## src/dttl_defines.vh

```
// constants shared by the transfer and table lookup datapath
// assumes a single 20 MHz core clock and memories on that same clock
`ifndef DTTL_DEFINES_VH
`define DTTL_DEFINES_VH

// clock period in ns, kept for reference by timing figures
`define DTTL_CLK_PERIOD_NS 50

// memory operation fields: op[4]=0, op[3:2]=kind, op[1]=pair, op[0]=direct
`define DTTL_OP_CLASS_BIT 4
`define DTTL_OP_KIND_HI 3
`define DTTL_OP_KIND_LO 2
`define DTTL_OP_PAIR_BIT 1
`define DTTL_OP_DIRECT_BIT 0
`define DTTL_KIND_LOAD 2'h0
`define DTTL_KIND_STORE 2'h1
`define DTTL_KIND_SWAP 2'h2

// register operation codes, op[4]=1
`define DTTL_ROP_A_FROM_REG 4'h0
`define DTTL_ROP_REG_FROM_A 4'h1
`define DTTL_ROP_SWAP_A_REG 4'h2
`define DTTL_ROP_ACC_FROM_PAIR 4'h3
`define DTTL_ROP_PAIR_FROM_ACC 4'h4
`define DTTL_ROP_SWAP_ACC_PAIR 4'h5
`define DTTL_ROP_TBL_SECOND 4'h6
`define DTTL_ROP_TBL_ACC 4'h7
`define DTTL_ROP_TBL_ABS 4'h8

// data memory pointer selector
`define DTTL_PTR_MAIN 3'h0
`define DTTL_PTR_INC 3'h1
`define DTTL_PTR_DEC 3'h2
`define DTTL_PTR_SECOND 3'h3
`define DTTL_PTR_MIXED 3'h4

// nibble slots of the working register file (pair*2 + high)
`define DTTL_NIB_A 4'h0
`define DTTL_NIB_X 4'h1
`define DTTL_NIB_L 4'h2
`define DTTL_NIB_H 4'h3
`define DTTL_NIB_E 4'h4
`define DTTL_NIB_D 4'h5
`define DTTL_NIB_C 4'h6
`define DTTL_NIB_B 4'h7

// pointer wrap values that request a skip, and the page end byte
`define DTTL_INC_WRAP 4'h0
`define DTTL_DEC_WRAP 4'hF
`define DTTL_PAGE_LAST 8'hFF

// reset values
`define DTTL_RST_NIB 4'h0
`define DTTL_RST_ADDR8 8'h00
`define DTTL_RST_ADDR16 16'h0000

`endif

```

## src/dttl_core.v

```verilog
// transfer, swap and table lookup datapath of a 4-bit core
// assumes data and program memories answer within the cycle in which
// the read strobe stands; instructions arrive decoded from the sequencer

`include "dttl_defines.vh"

// Behaviour
// [RULE_01] post-increment adds one to low pointer nibble; wrap to 0 skips next
// [RULE_02] post-decrement subtracts one from low pointer; reaching F skips next
// [RULE_03] single moves and swaps pick main, inc, dec, second or mixed pointer
// [RULE_04] pair load puts addressed nibble in A, next nibble in X
// [RULE_05] pair access via main pointer clears address bit 0 when odd
// [RULE_06] pair store writes A then X at the even-aligned pair address
// [RULE_07] single direct moves accept any 8-bit address up to the top
// [RULE_08] software gives only even direct addresses for pair moves and swaps
// [RULE_09] any single register copies into A, and A into any other
// [RULE_10] any pair incl. alternate bank copies into acc pair, and back
// [RULE_11] swap exchanges A with the memory nibble, each getting the other
// [RULE_12] pointer swaps with inc or dec update low nibble and may skip
// [RULE_13] pair swap exchanges A and X with the aligned memory pair
// [RULE_14] A swaps with any register, the acc pair with any pair
// [RULE_15] second-pair page lookup keeps upper counter bits, low byte from pair
// [RULE_16] table byte low nibble goes to A, high nibble to X
// [RULE_17] table reads never alter the program counter
// [RULE_18] page lookup at page end byte uses the following page
// [RULE_19] accumulator-pair page lookup: upper counter bits, acc pair low
// [RULE_20] absolute lookup address is B, C, D, E with B most significant
// [RULE_21] software clears B on the smaller variant before absolute lookups
// [RULE_22] a skipped instruction is taken but changes nothing
module dttl_core (
    input wire clock,
    input wire rst_b,
    input wire op_valid,
    input wire [4:0] op_code,
    input wire [2:0] ptr_sel,
    input wire [2:0] reg_sel,
    input wire [2:0] pair_sel,
    input wire [7:0] dir_addr,
    input wire [11:0] pc_in,
    input wire [3:0] dm_rdata,
    input wire [7:0] pm_rdata,
    output reg [7:0] dm_addr_ff,
    output reg [3:0] dm_wdata_ff,
    output reg dm_we_ff,
    output reg dm_re_ff,
    output reg [15:0] pm_addr_ff,
    output reg pm_re_ff,
    output reg busy_ff,
    output reg done_ff,
    output reg skipped_ff,
    output reg skip_ff,
    output wire [7:0] acc_pair_out,
    output wire [7:0] main_pointer_pair_out,
    output wire [7:0] second_pair_out,
    output wire [7:0] third_pair_out
);

    localparam ST_IDLE = 3'h0;
    localparam ST_RD1 = 3'h1;
    localparam ST_RD2 = 3'h2;
    localparam ST_WR2 = 3'h3;
    localparam ST_TBL = 3'h4;

    reg [2:0] state_ff;
    reg [4:0] op_ff;
    reg [2:0] ptr_ff;
    reg [7:0] base_ff;
    reg [3:0] tmp_ff;
    wire [63:0] rf_flat;

    reg [2:0] nxt_state;
    reg [4:0] nxt_op;
    reg [2:0] nxt_ptr;
    reg [7:0] nxt_base;
    reg [3:0] nxt_tmp;
    reg [63:0] nxt_rf;
    reg [7:0] nxt_dm_addr;
    reg [3:0] nxt_dm_wdata;
    reg nxt_dm_we;
    reg nxt_dm_re;
    reg [15:0] nxt_pm_addr;
    reg nxt_pm_re;
    reg nxt_done;
    reg nxt_skipped;
    reg nxt_skip;
    reg finish;
    reg [2:0] fin_ptr;
    reg [3:0] new_l;

    // register file nibbles, bank 0 in slots 0-7, alternate bank in 8-15
    genvar gi;
    generate
        for (gi = 0; gi < 16; gi = gi + 1)
        begin : g_rf
            reg [3:0] nib_ff;
            always @(posedge clock or negedge rst_b)
            begin
                if (!rst_b)
                    nib_ff <= `DTTL_RST_NIB;
                else
                    nib_ff <= nxt_rf[gi*4 +: 4];
            end
            assign rf_flat[gi*4 +: 4] = nib_ff;
        end
    endgenerate

    // named views of the working registers
    wire [3:0] reg_a = rf_flat[3:0];
    wire [3:0] reg_x = rf_flat[7:4];
    wire [3:0] reg_l = rf_flat[11:8];
    wire [3:0] reg_h = rf_flat[15:12];
    wire [3:0] reg_e = rf_flat[19:16];
    wire [3:0] reg_d = rf_flat[23:20];
    wire [3:0] reg_c = rf_flat[27:24];
    wire [3:0] reg_b = rf_flat[31:28];

    assign acc_pair_out = {reg_x, reg_a};
    assign main_pointer_pair_out = {reg_h, reg_l};
    assign second_pair_out = {reg_d, reg_e};
    assign third_pair_out = {reg_b, reg_c};

    // single-nibble pointer address from the selector
    reg [7:0] ptr_addr;
    always @*
    begin
        case (ptr_sel)
            `DTTL_PTR_SECOND: ptr_addr = {reg_d, reg_e}; // RULE_03
            `DTTL_PTR_MIXED: ptr_addr = {reg_d, reg_l}; // RULE_03
            default: ptr_addr = {reg_h, reg_l}; // RULE_03
        endcase
    end

    // pair accesses through the main pointer always land on an even nibble
    wire [7:0] main_even = {reg_h, reg_l[3:1], 1'b0}; // RULE_05
    wire [7:0] base_hi = base_ff + 8'h01;

    // instruction fields
    wire in_reg_op = op_code[`DTTL_OP_CLASS_BIT];
    wire [1:0] in_kind = op_code[`DTTL_OP_KIND_HI:`DTTL_OP_KIND_LO];
    wire in_pair = op_code[`DTTL_OP_PAIR_BIT];
    wire in_direct = op_code[`DTTL_OP_DIRECT_BIT];
    wire [7:0] in_lo_addr = in_direct ? dir_addr
                          : (in_pair ? main_even : ptr_addr); // RULE_07
    wire ff_pair = op_ff[`DTTL_OP_PAIR_BIT];
    wire ff_direct = op_ff[`DTTL_OP_DIRECT_BIT];
    wire ff_swap = (op_ff[`DTTL_OP_KIND_HI:`DTTL_OP_KIND_LO]
                    == `DTTL_KIND_SWAP);

    // page for relative lookups; the page end byte rolls into the next page
    wire last_byte = (pc_in[7:0] == `DTTL_PAGE_LAST);
    wire [3:0] lk_page = last_byte ? (pc_in[11:8] + 4'h1)
                                   : pc_in[11:8]; // RULE_18

    // slot indices for register and pair operands
    wire [3:0] reg_idx = {1'b0, reg_sel};
    wire [3:0] pair_lo = {pair_sel, 1'b0};
    wire [3:0] pair_hi = {pair_sel, 1'b1};
    wire [3:0] sel_reg = rf_flat[{reg_idx, 2'b00} +: 4];
    wire [3:0] sel_lo = rf_flat[{pair_lo, 2'b00} +: 4];
    wire [3:0] sel_hi = rf_flat[{pair_hi, 2'b00} +: 4];

    // next-state logic for the whole datapath
    always @*
    begin
        nxt_state = state_ff;
        nxt_op = op_ff;
        nxt_ptr = ptr_ff;
        nxt_base = base_ff;
        nxt_tmp = tmp_ff;
        nxt_rf = rf_flat;
        nxt_dm_addr = dm_addr_ff;
        nxt_dm_wdata = dm_wdata_ff;
        nxt_dm_we = 1'b0;
        nxt_dm_re = 1'b0;
        nxt_pm_addr = pm_addr_ff;
        nxt_pm_re = 1'b0;
        nxt_done = 1'b0;
        nxt_skipped = 1'b0;
        nxt_skip = skip_ff;
        finish = 1'b0;
        fin_ptr = `DTTL_PTR_MAIN;
        new_l = reg_l;
        case (state_ff)
            ST_IDLE:
            begin
                if (op_valid && skip_ff)
                begin
                    // instruction fetched but discarded
                    nxt_skip = 1'b0; // RULE_22
                    nxt_done = 1'b1;
                    nxt_skipped = 1'b1;
                end
                else if (op_valid && !in_reg_op)
                begin
                    nxt_op = op_code;
                    nxt_ptr = ptr_sel;
                    nxt_base = in_lo_addr;
                    nxt_dm_addr = in_lo_addr;
                    if (in_kind == `DTTL_KIND_STORE)
                    begin
                        // low nibble written now, high nibble follows for pair stores only
                        nxt_dm_wdata = reg_a;
                        nxt_dm_we = 1'b1;
                        if (in_pair)
                        begin
                            nxt_tmp = reg_x; // RULE_06
                            nxt_state = ST_WR2;
                        end
                        else
                        begin
                            finish = 1'b1;
                            fin_ptr = in_direct ? `DTTL_PTR_MAIN : ptr_sel;
                        end
                    end
                    else if (in_kind == `DTTL_KIND_LOAD ||
                             in_kind == `DTTL_KIND_SWAP)
                    begin
                        nxt_dm_re = 1'b1;
                        nxt_state = ST_RD1;
                    end
                    else
                        nxt_done = 1'b1; // unused kind: no effect
                end
                else if (op_valid)
                begin
                    nxt_op = op_code;
                    case (op_code[3:0])
                        `DTTL_ROP_A_FROM_REG:
                            nxt_rf[3:0] = sel_reg; // RULE_09
                        `DTTL_ROP_REG_FROM_A:
                            nxt_rf[{reg_idx, 2'b00} +: 4] = reg_a; // RULE_09
                        `DTTL_ROP_SWAP_A_REG:
                        begin
                            nxt_rf[{reg_idx, 2'b00} +: 4] = reg_a; // RULE_14
                            nxt_rf[3:0] = sel_reg; // RULE_14
                        end
                        `DTTL_ROP_ACC_FROM_PAIR:
                            nxt_rf[7:0] = {sel_hi, sel_lo}; // RULE_10
                        `DTTL_ROP_PAIR_FROM_ACC:
                        begin
                            nxt_rf[{pair_lo, 2'b00} +: 4] = reg_a; // RULE_10
                            nxt_rf[{pair_hi, 2'b00} +: 4] = reg_x; // RULE_10
                        end
                        `DTTL_ROP_SWAP_ACC_PAIR:
                        begin
                            nxt_rf[{pair_lo, 2'b00} +: 4] = reg_a; // RULE_14
                            nxt_rf[{pair_hi, 2'b00} +: 4] = reg_x; // RULE_14
                            nxt_rf[7:0] = {sel_hi, sel_lo}; // RULE_14
                        end
                        default:
                            nxt_rf = rf_flat;
                    endcase
                    // lookups fetch a byte; the counter itself is untouched
                    if (op_code[3:0] == `DTTL_ROP_TBL_SECOND)
                    begin
                        nxt_pm_addr = {4'h0, lk_page, reg_d, reg_e}; // RULE_15
                        nxt_pm_re = 1'b1; // RULE_17
                        nxt_state = ST_TBL;
                    end
                    else if (op_code[3:0] == `DTTL_ROP_TBL_ACC)
                    begin
                        nxt_pm_addr = {4'h0, lk_page, reg_x, reg_a}; // RULE_19
                        nxt_pm_re = 1'b1;
                        nxt_state = ST_TBL;
                    end
                    else if (op_code[3:0] == `DTTL_ROP_TBL_ABS)
                    begin
                        // B must already be zero on the small variant
                        nxt_pm_addr = {reg_b, reg_c, reg_d, reg_e}; // RULE_20
                        nxt_pm_re = 1'b1;
                        nxt_state = ST_TBL;
                    end
                    else
                        nxt_done = 1'b1;
                end
            end
            ST_RD1:
            begin
                if (ff_pair)
                begin
                    // low nibble parked until the high one arrives
                    nxt_tmp = dm_rdata;
                    nxt_dm_addr = base_hi;
                    nxt_dm_re = 1'b1;
                    nxt_state = ST_RD2;
                end
                else
                begin
                    nxt_rf[3:0] = dm_rdata;
                    if (ff_swap)
                    begin
                        nxt_dm_wdata = reg_a; // RULE_11
                        nxt_dm_we = 1'b1; // RULE_11
                    end
                    finish = 1'b1;
                    fin_ptr = ff_direct ? `DTTL_PTR_MAIN : ptr_ff; // RULE_12
                    nxt_state = ST_IDLE;
                end
            end
            ST_RD2:
            begin
                nxt_rf[3:0] = tmp_ff; // RULE_04
                nxt_rf[7:4] = dm_rdata; // RULE_04
                if (ff_swap)
                begin
                    // old A goes back now, old X kept for the next cycle
                    nxt_dm_addr = base_ff; // RULE_13
                    nxt_dm_wdata = reg_a; // RULE_13
                    nxt_dm_we = 1'b1;
                    nxt_tmp = reg_x; // RULE_13
                    nxt_state = ST_WR2;
                end
                else
                begin
                    finish = 1'b1;
                    nxt_state = ST_IDLE;
                end
            end
            ST_WR2:
            begin
                nxt_dm_addr = base_hi; // RULE_06
                nxt_dm_wdata = tmp_ff;
                nxt_dm_we = 1'b1;
                finish = 1'b1;
                nxt_state = ST_IDLE;
            end
            ST_TBL:
            begin
                nxt_rf[3:0] = pm_rdata[3:0]; // RULE_16
                nxt_rf[7:4] = pm_rdata[7:4]; // RULE_16
                nxt_done = 1'b1;
                nxt_state = ST_IDLE;
            end
            default:
                nxt_state = ST_IDLE;
        endcase
        // low pointer nibble steps on the edge that completes the instruction, with the last access address already latched
        if (finish)
        begin
            nxt_done = 1'b1;
            if (fin_ptr == `DTTL_PTR_INC)
            begin
                new_l = reg_l + 4'h1; // RULE_01
                nxt_rf[11:8] = new_l;
                nxt_skip = (new_l == `DTTL_INC_WRAP); // RULE_01
            end
            else if (fin_ptr == `DTTL_PTR_DEC)
            begin
                new_l = reg_l - 4'h1; // RULE_02
                nxt_rf[11:8] = new_l;
                nxt_skip = (new_l == `DTTL_DEC_WRAP); // RULE_02
            end
        end
    end

    // sequencing and memory strobes; all outputs leave from flops
    always @(posedge clock or negedge rst_b)
    begin
        if (!rst_b)
        begin
            state_ff <= ST_IDLE;
            op_ff <= 5'h00;
            ptr_ff <= `DTTL_PTR_MAIN;
            base_ff <= `DTTL_RST_ADDR8;
            tmp_ff <= `DTTL_RST_NIB;
            dm_addr_ff <= `DTTL_RST_ADDR8;
            dm_wdata_ff <= `DTTL_RST_NIB;
            dm_we_ff <= 1'b0;
            dm_re_ff <= 1'b0;
            pm_addr_ff <= `DTTL_RST_ADDR16;
            pm_re_ff <= 1'b0;
            busy_ff <= 1'b0;
            done_ff <= 1'b0;
            skipped_ff <= 1'b0;
            skip_ff <= 1'b0;
        end
        else
        begin
            state_ff <= nxt_state;
            op_ff <= nxt_op;
            ptr_ff <= nxt_ptr;
            base_ff <= nxt_base;
            tmp_ff <= nxt_tmp;
            dm_addr_ff <= nxt_dm_addr;
            dm_wdata_ff <= nxt_dm_wdata;
            dm_we_ff <= nxt_dm_we;
            dm_re_ff <= nxt_dm_re;
            pm_addr_ff <= nxt_pm_addr;
            pm_re_ff <= nxt_pm_re;
            busy_ff <= (nxt_state != ST_IDLE);
            done_ff <= nxt_done;
            skipped_ff <= nxt_skipped;
            skip_ff <= nxt_skip; // RULE_22
        end
    end

endmodule // dttl_core

```

## config.mk

```make
export PLATFORM = sky130hd
export DESIGN_NAME = dttl_core
export DESIGN_NICKNAME = d
export VERILOG_FILES = /design/src/dttl_core.v
export VERILOG_INCLUDE_DIRS = /design/src
export SDC_FILE = /design/constraint.sdc
export NUM_CORES = 1
export LEC_CHECK = 0
export ABC_CLOCK_PERIOD_IN_PS = 2100
export BUFFER_PORTS_ARGS = -buffer_cell sky130_fd_sc_hd__buf_2
export CAP_MARGIN = 10
export CORE_MARGIN = 2
export CORE_UTILIZATION = 45
export CTS_BUF_LIST = sky130_fd_sc_hd__clkbuf_4 sky130_fd_sc_hd__clkbuf_8
export CTS_CLUSTER_SIZE = 12
export DETAILED_ROUTE_END_ITERATION = 12
export HOLD_SLACK_MARGIN = 0.15
export MAX_ROUTING_LAYER = met4
export PLACE_DENSITY_LB_ADDON = 0.12
export SYNTH_ARGS = -nofsm -noshare
export SYNTH_HDL_FRONTEND = slang
export SYNTH_SLANG_ARGS = --single-unit
```

## constraint.sdc

```tcl
create_clock -name clock -period 2.1 [get_ports clock]
set_input_delay 0.42 -clock clock [delete_from_list [all_inputs] [get_ports clock]]
set_output_delay 0.42 -clock clock [all_outputs]
set_load 0.01 [all_outputs]
```

==> results.yml <==
synth:
  synthMostInstantiatedCell: "nand2_1"
  ys.warnings.count: 0
  postSynthAreaPerCell_um2: 9.10
  synth_async_sr_flop_share: 1.00
  synth.lib_cells_used.distinct: 71
  synth_top_cells_by_area: "dfrtp_1 (39%), nand2_1 (6.0%), mux2i_1 (5.7%)"
  most_frequently_used_flop_master_after_synthesis: "dfrtp_1"
  synth_top_area_share: 0.395
  synth_top_cells_by_count: "nand2_1 (123), dfrtp_1 (121), o21ai_0 (72), nor2_1 (50), a21oi_1 (45)"
  netlist_area_mm2: 0.00767
  postSynthNetCount: 906
  yosysSeqAreaShare: 0.395
  synth_seq_cells: 121
  synth_edf_count: 0
  synth.largest_area_cell: "dfrtp_1"
  syn_inst: 843
routing:
  antenna_left: 0
  routed_wirelength_mm: 26.3
  drtPass1Iterations: 6
  detail_route.vias_per_cell: 5.85
  drt_iter0_drc: 625
  dr_total_vias: 7465
  wl_per_cell_um: 20.6
  remaining_drcs: 0
global_routing:
  antenna_found_initial: 0
  grt_pass1_wl_mm: 41.1
  grt_overflow: 0
  pin_count_of_the_biggest_net_entering_global_routing: 122
  gr-usage-all-layers: 0.308
  number_of_global_route_vias_before_repair: 7100
pwr:
  switching_share: 0.387
  internal_power_mw: 5.23
  p_comb_frac: 0.352
  static-leakage-power_nw: 4.68
  sw_power_mw: 3.30
  powerDensity_mw_per_mm2: 871
  clockPowerShare: 0.266
  worst_ir_drop_vdd_uv: 746
  seq_power_share: 0.383
sta:
  finalSetupViolCount: 1
  maxSlewViolCount: 0
  period_minus_slack_ns: 2.13
  maxSlewHeadroom: 0.545
  layout_setup_ws_ns: -0.0250
  report.final.hold_viol_count: 0
  fin_worst_hold_slack_ns: 0.293
  grt_setup_unrepaired: "true"
  clock.fmax_mhz: 471
  fin_skew_ns: 0.0198
  worst_pin_slew_ns: 0.683
  timing.final.crit_share: 1.01
  final.setup.tns_ns: -0.0250
min_path:
  min-delay-start: "ptr_sel[2]"
  number_of_instances_on_the_worst_hold_path: 4
  hp-class: "input port to flip-flop"
  holdPathEnd: "ptr_ff[2]"
critical_path:
  timing.reg2reg.setup_slack_ns: -0.03
  worst_r2r_startpoint: "state_ff[2]"
  crit_required_ns: 2.43
  crit_buf_inv: 1
  crit_path_max_fanout: 5
  worst_path_max_delay_cell: "dfrtp_1"
  timing.critical_path.from_type: "flip-flop"
  critical_path_arrival_ns: 2.46
  endpoint_kind: "flip-flop"
  timing.critical_path.slowest_cell_delay_ns: 0.41
  crit-reg2reg-capture: "g_rf[2].nib_ff[1]"
  path_delay_family: "simple AND/OR/NAND/NOR gates"
  worstPathCellList: "nor4_4 -> buf_4 -> nand4_1 -> a211oi_4 -> nor2_2 -> o2bb2a_4 -> or3_1"
  worstRegToRegCells: 7
  worstSetupPathType: "flip-flop to flip-flop"
outcome:
  failed_checks: "negative setup slack"
  run_status: "complete, but fails checks"
final_layout:
  finish.net_count: 1107
  area_growth_from_synthesis_to_layout_pct: 27.5
  fin_cells: 1276
  fill_cells: 1521
  layout-drive-gt1-share: 0.323
  finalInstanceArea_mm2: 0.00979
  antenna_cells_inserted: 0
clock_network:
  clock_insertion_delay_worst_skew_ns: 0.47
  cts_buffer_depth: 2
  clock_slew_at_the_register_clock_pins_of_the_worst_setup_and_hold_paths_ns: 0.08
  cts_tree: "yes"
  clk_root_buffer_cell: "clkbuf_8"
  cts.sink_count: 121
  cts_made_buffers: 17
  clock_tree.htree_level_count: 4
placed_design:
  place_inst: 1243
  pre_cts_slack_ns: -0.169
  place_area_mm2: 0.00932
  io_buffers: 115
  dpl.hpwl_mm: 19.8
  gp_congestion: 0.924
floorplanning:
  die_area_mm2: 0.0181
  num_rows: 47
  die_width_um: 135
  die_h_um: 135
  floorplan.initialDensity: 0.461
  top_level_ports: 116
  design.core.area_mm2: 0.0166
flow_run:
  max_cap_violations: 0
## what timing repair did
item	in CTS	in global routing
pin swaps	3	1
buffers inserted	0	1
resized for setup	2	11
endpoints found under the hold margin	121	0
hold buffers	1	0
setup endpoints to repair	2	38
## how the worst max path moves through the flow
stage	slack, ns	to	cells after the start	from
3_5_place_dp	-0.17	g_rf[8].nib_ff[1]	8	pair_sel[0]
4_1_cts	-0.03	g_rf[2].nib_ff[1]	7	state_ff[0]
2_1_floorplan	-0.10	g_rf[2].nib_ff[1]	10	reg_sel[1]
5_1_grt	-0.09	g_rf[2].nib_ff[1]	7	state_ff[2]
6_report	-0.03	g_rf[2].nib_ff[1]	7	state_ff[2]
3_3_place_gp	-0.13	g_rf[2].nib_ff[1]	10	pair_sel[0]
## metrics by stage
step	total power, mW	util
after CTS	8.49	0.586
after global placement	6.19	0.560
final	8.52	0.588
after floorplan	4.82	-
after detailed placement	6.21	0.560
after global routing	8.97	0.588
## power by group through the flow
stage | Clock, mW | Combinational, mW | Sequential, mW
after floorplan | 0 | 1.61 | 3.21
after CTS | 2.30 | 2.95 | 3.24
after global routing | 2.41 | 3.25 | 3.30
after detailed placement | 0 | 2.93 | 3.29
final | 2.26 | 3.00 | 3.26
after global placement | 0 | 2.92 | 3.27
## cell type report
| type | count | area, um2 | area share |
|---|---|---|---|
| multi-input cells | 645 | 4450 | 0.454 |
| flip-flops and latches | 121 | 3030 | 0.309 |
| repair buffers | 239 | 1540 | 0.157 |
| well taps | 220 | 275 | 0.0281 |
| clock buffers | 18 | 248 | 0.0253 |
| clock inverters | 13 | 168 | 0.0171 |
| inverters | 20 | 80.1 | 0.00818 |
## routing by layer
layer | vias up | global-route usage | routed length (um)
li1 | 3490 | - | -
met1 | 3575 | 0.435 | 11800
met2 | 345 | 0.438 | 11400
met3 | 55 | 0.0694 | 2290
met4 | 0 | 0.103 | 752
met5 | - | - | 0
## cells by family (layout without fill, tap and decap cells)
logic type,Yosys count,count (layout),synth area share
flops,121,121,0.395
compound gates,247,247,0.214
buf+inv,77,290,0.0403
xor+xnor,14,14,0.0160
simple gates,291,291,0.186
mux,79,79,0.126
fa+ha+maj,14,14,0.0228
## sequential cells by signal (all words and copies together) (netlist names), 3 cells and up
signal       flops
base_ff          8
tmp_ff           4
g_rf.nib_ff     64
ptr_ff           3
pm_addr_ff      16
state_ff         3
dm_wdata_ff      4
op_ff            4
dm_addr_ff       8
## layout by cell type, fill, tap and decap left out, types with 15 or more instances in the layout
master,instances
a21oi_1,45
a22o_1,19
a22oi_1,27
buf_2,114
buf_4,121
clkbuf_8,18
dfrtp_1,121
inv_1,17
mux2_2,23
mux2i_1,44
nand2_1,123
nand3_1,21
nor2_1,48
nor2b_1,15
o21ai_0,66
## worst min-delay path, cell delays in order
cell,delay [ns]
buf_2,0.09
buf_4,0.11
nand2_1,0.05
nand2_1,0.05
No activity file was read; power rests on OpenSTA's default activity.
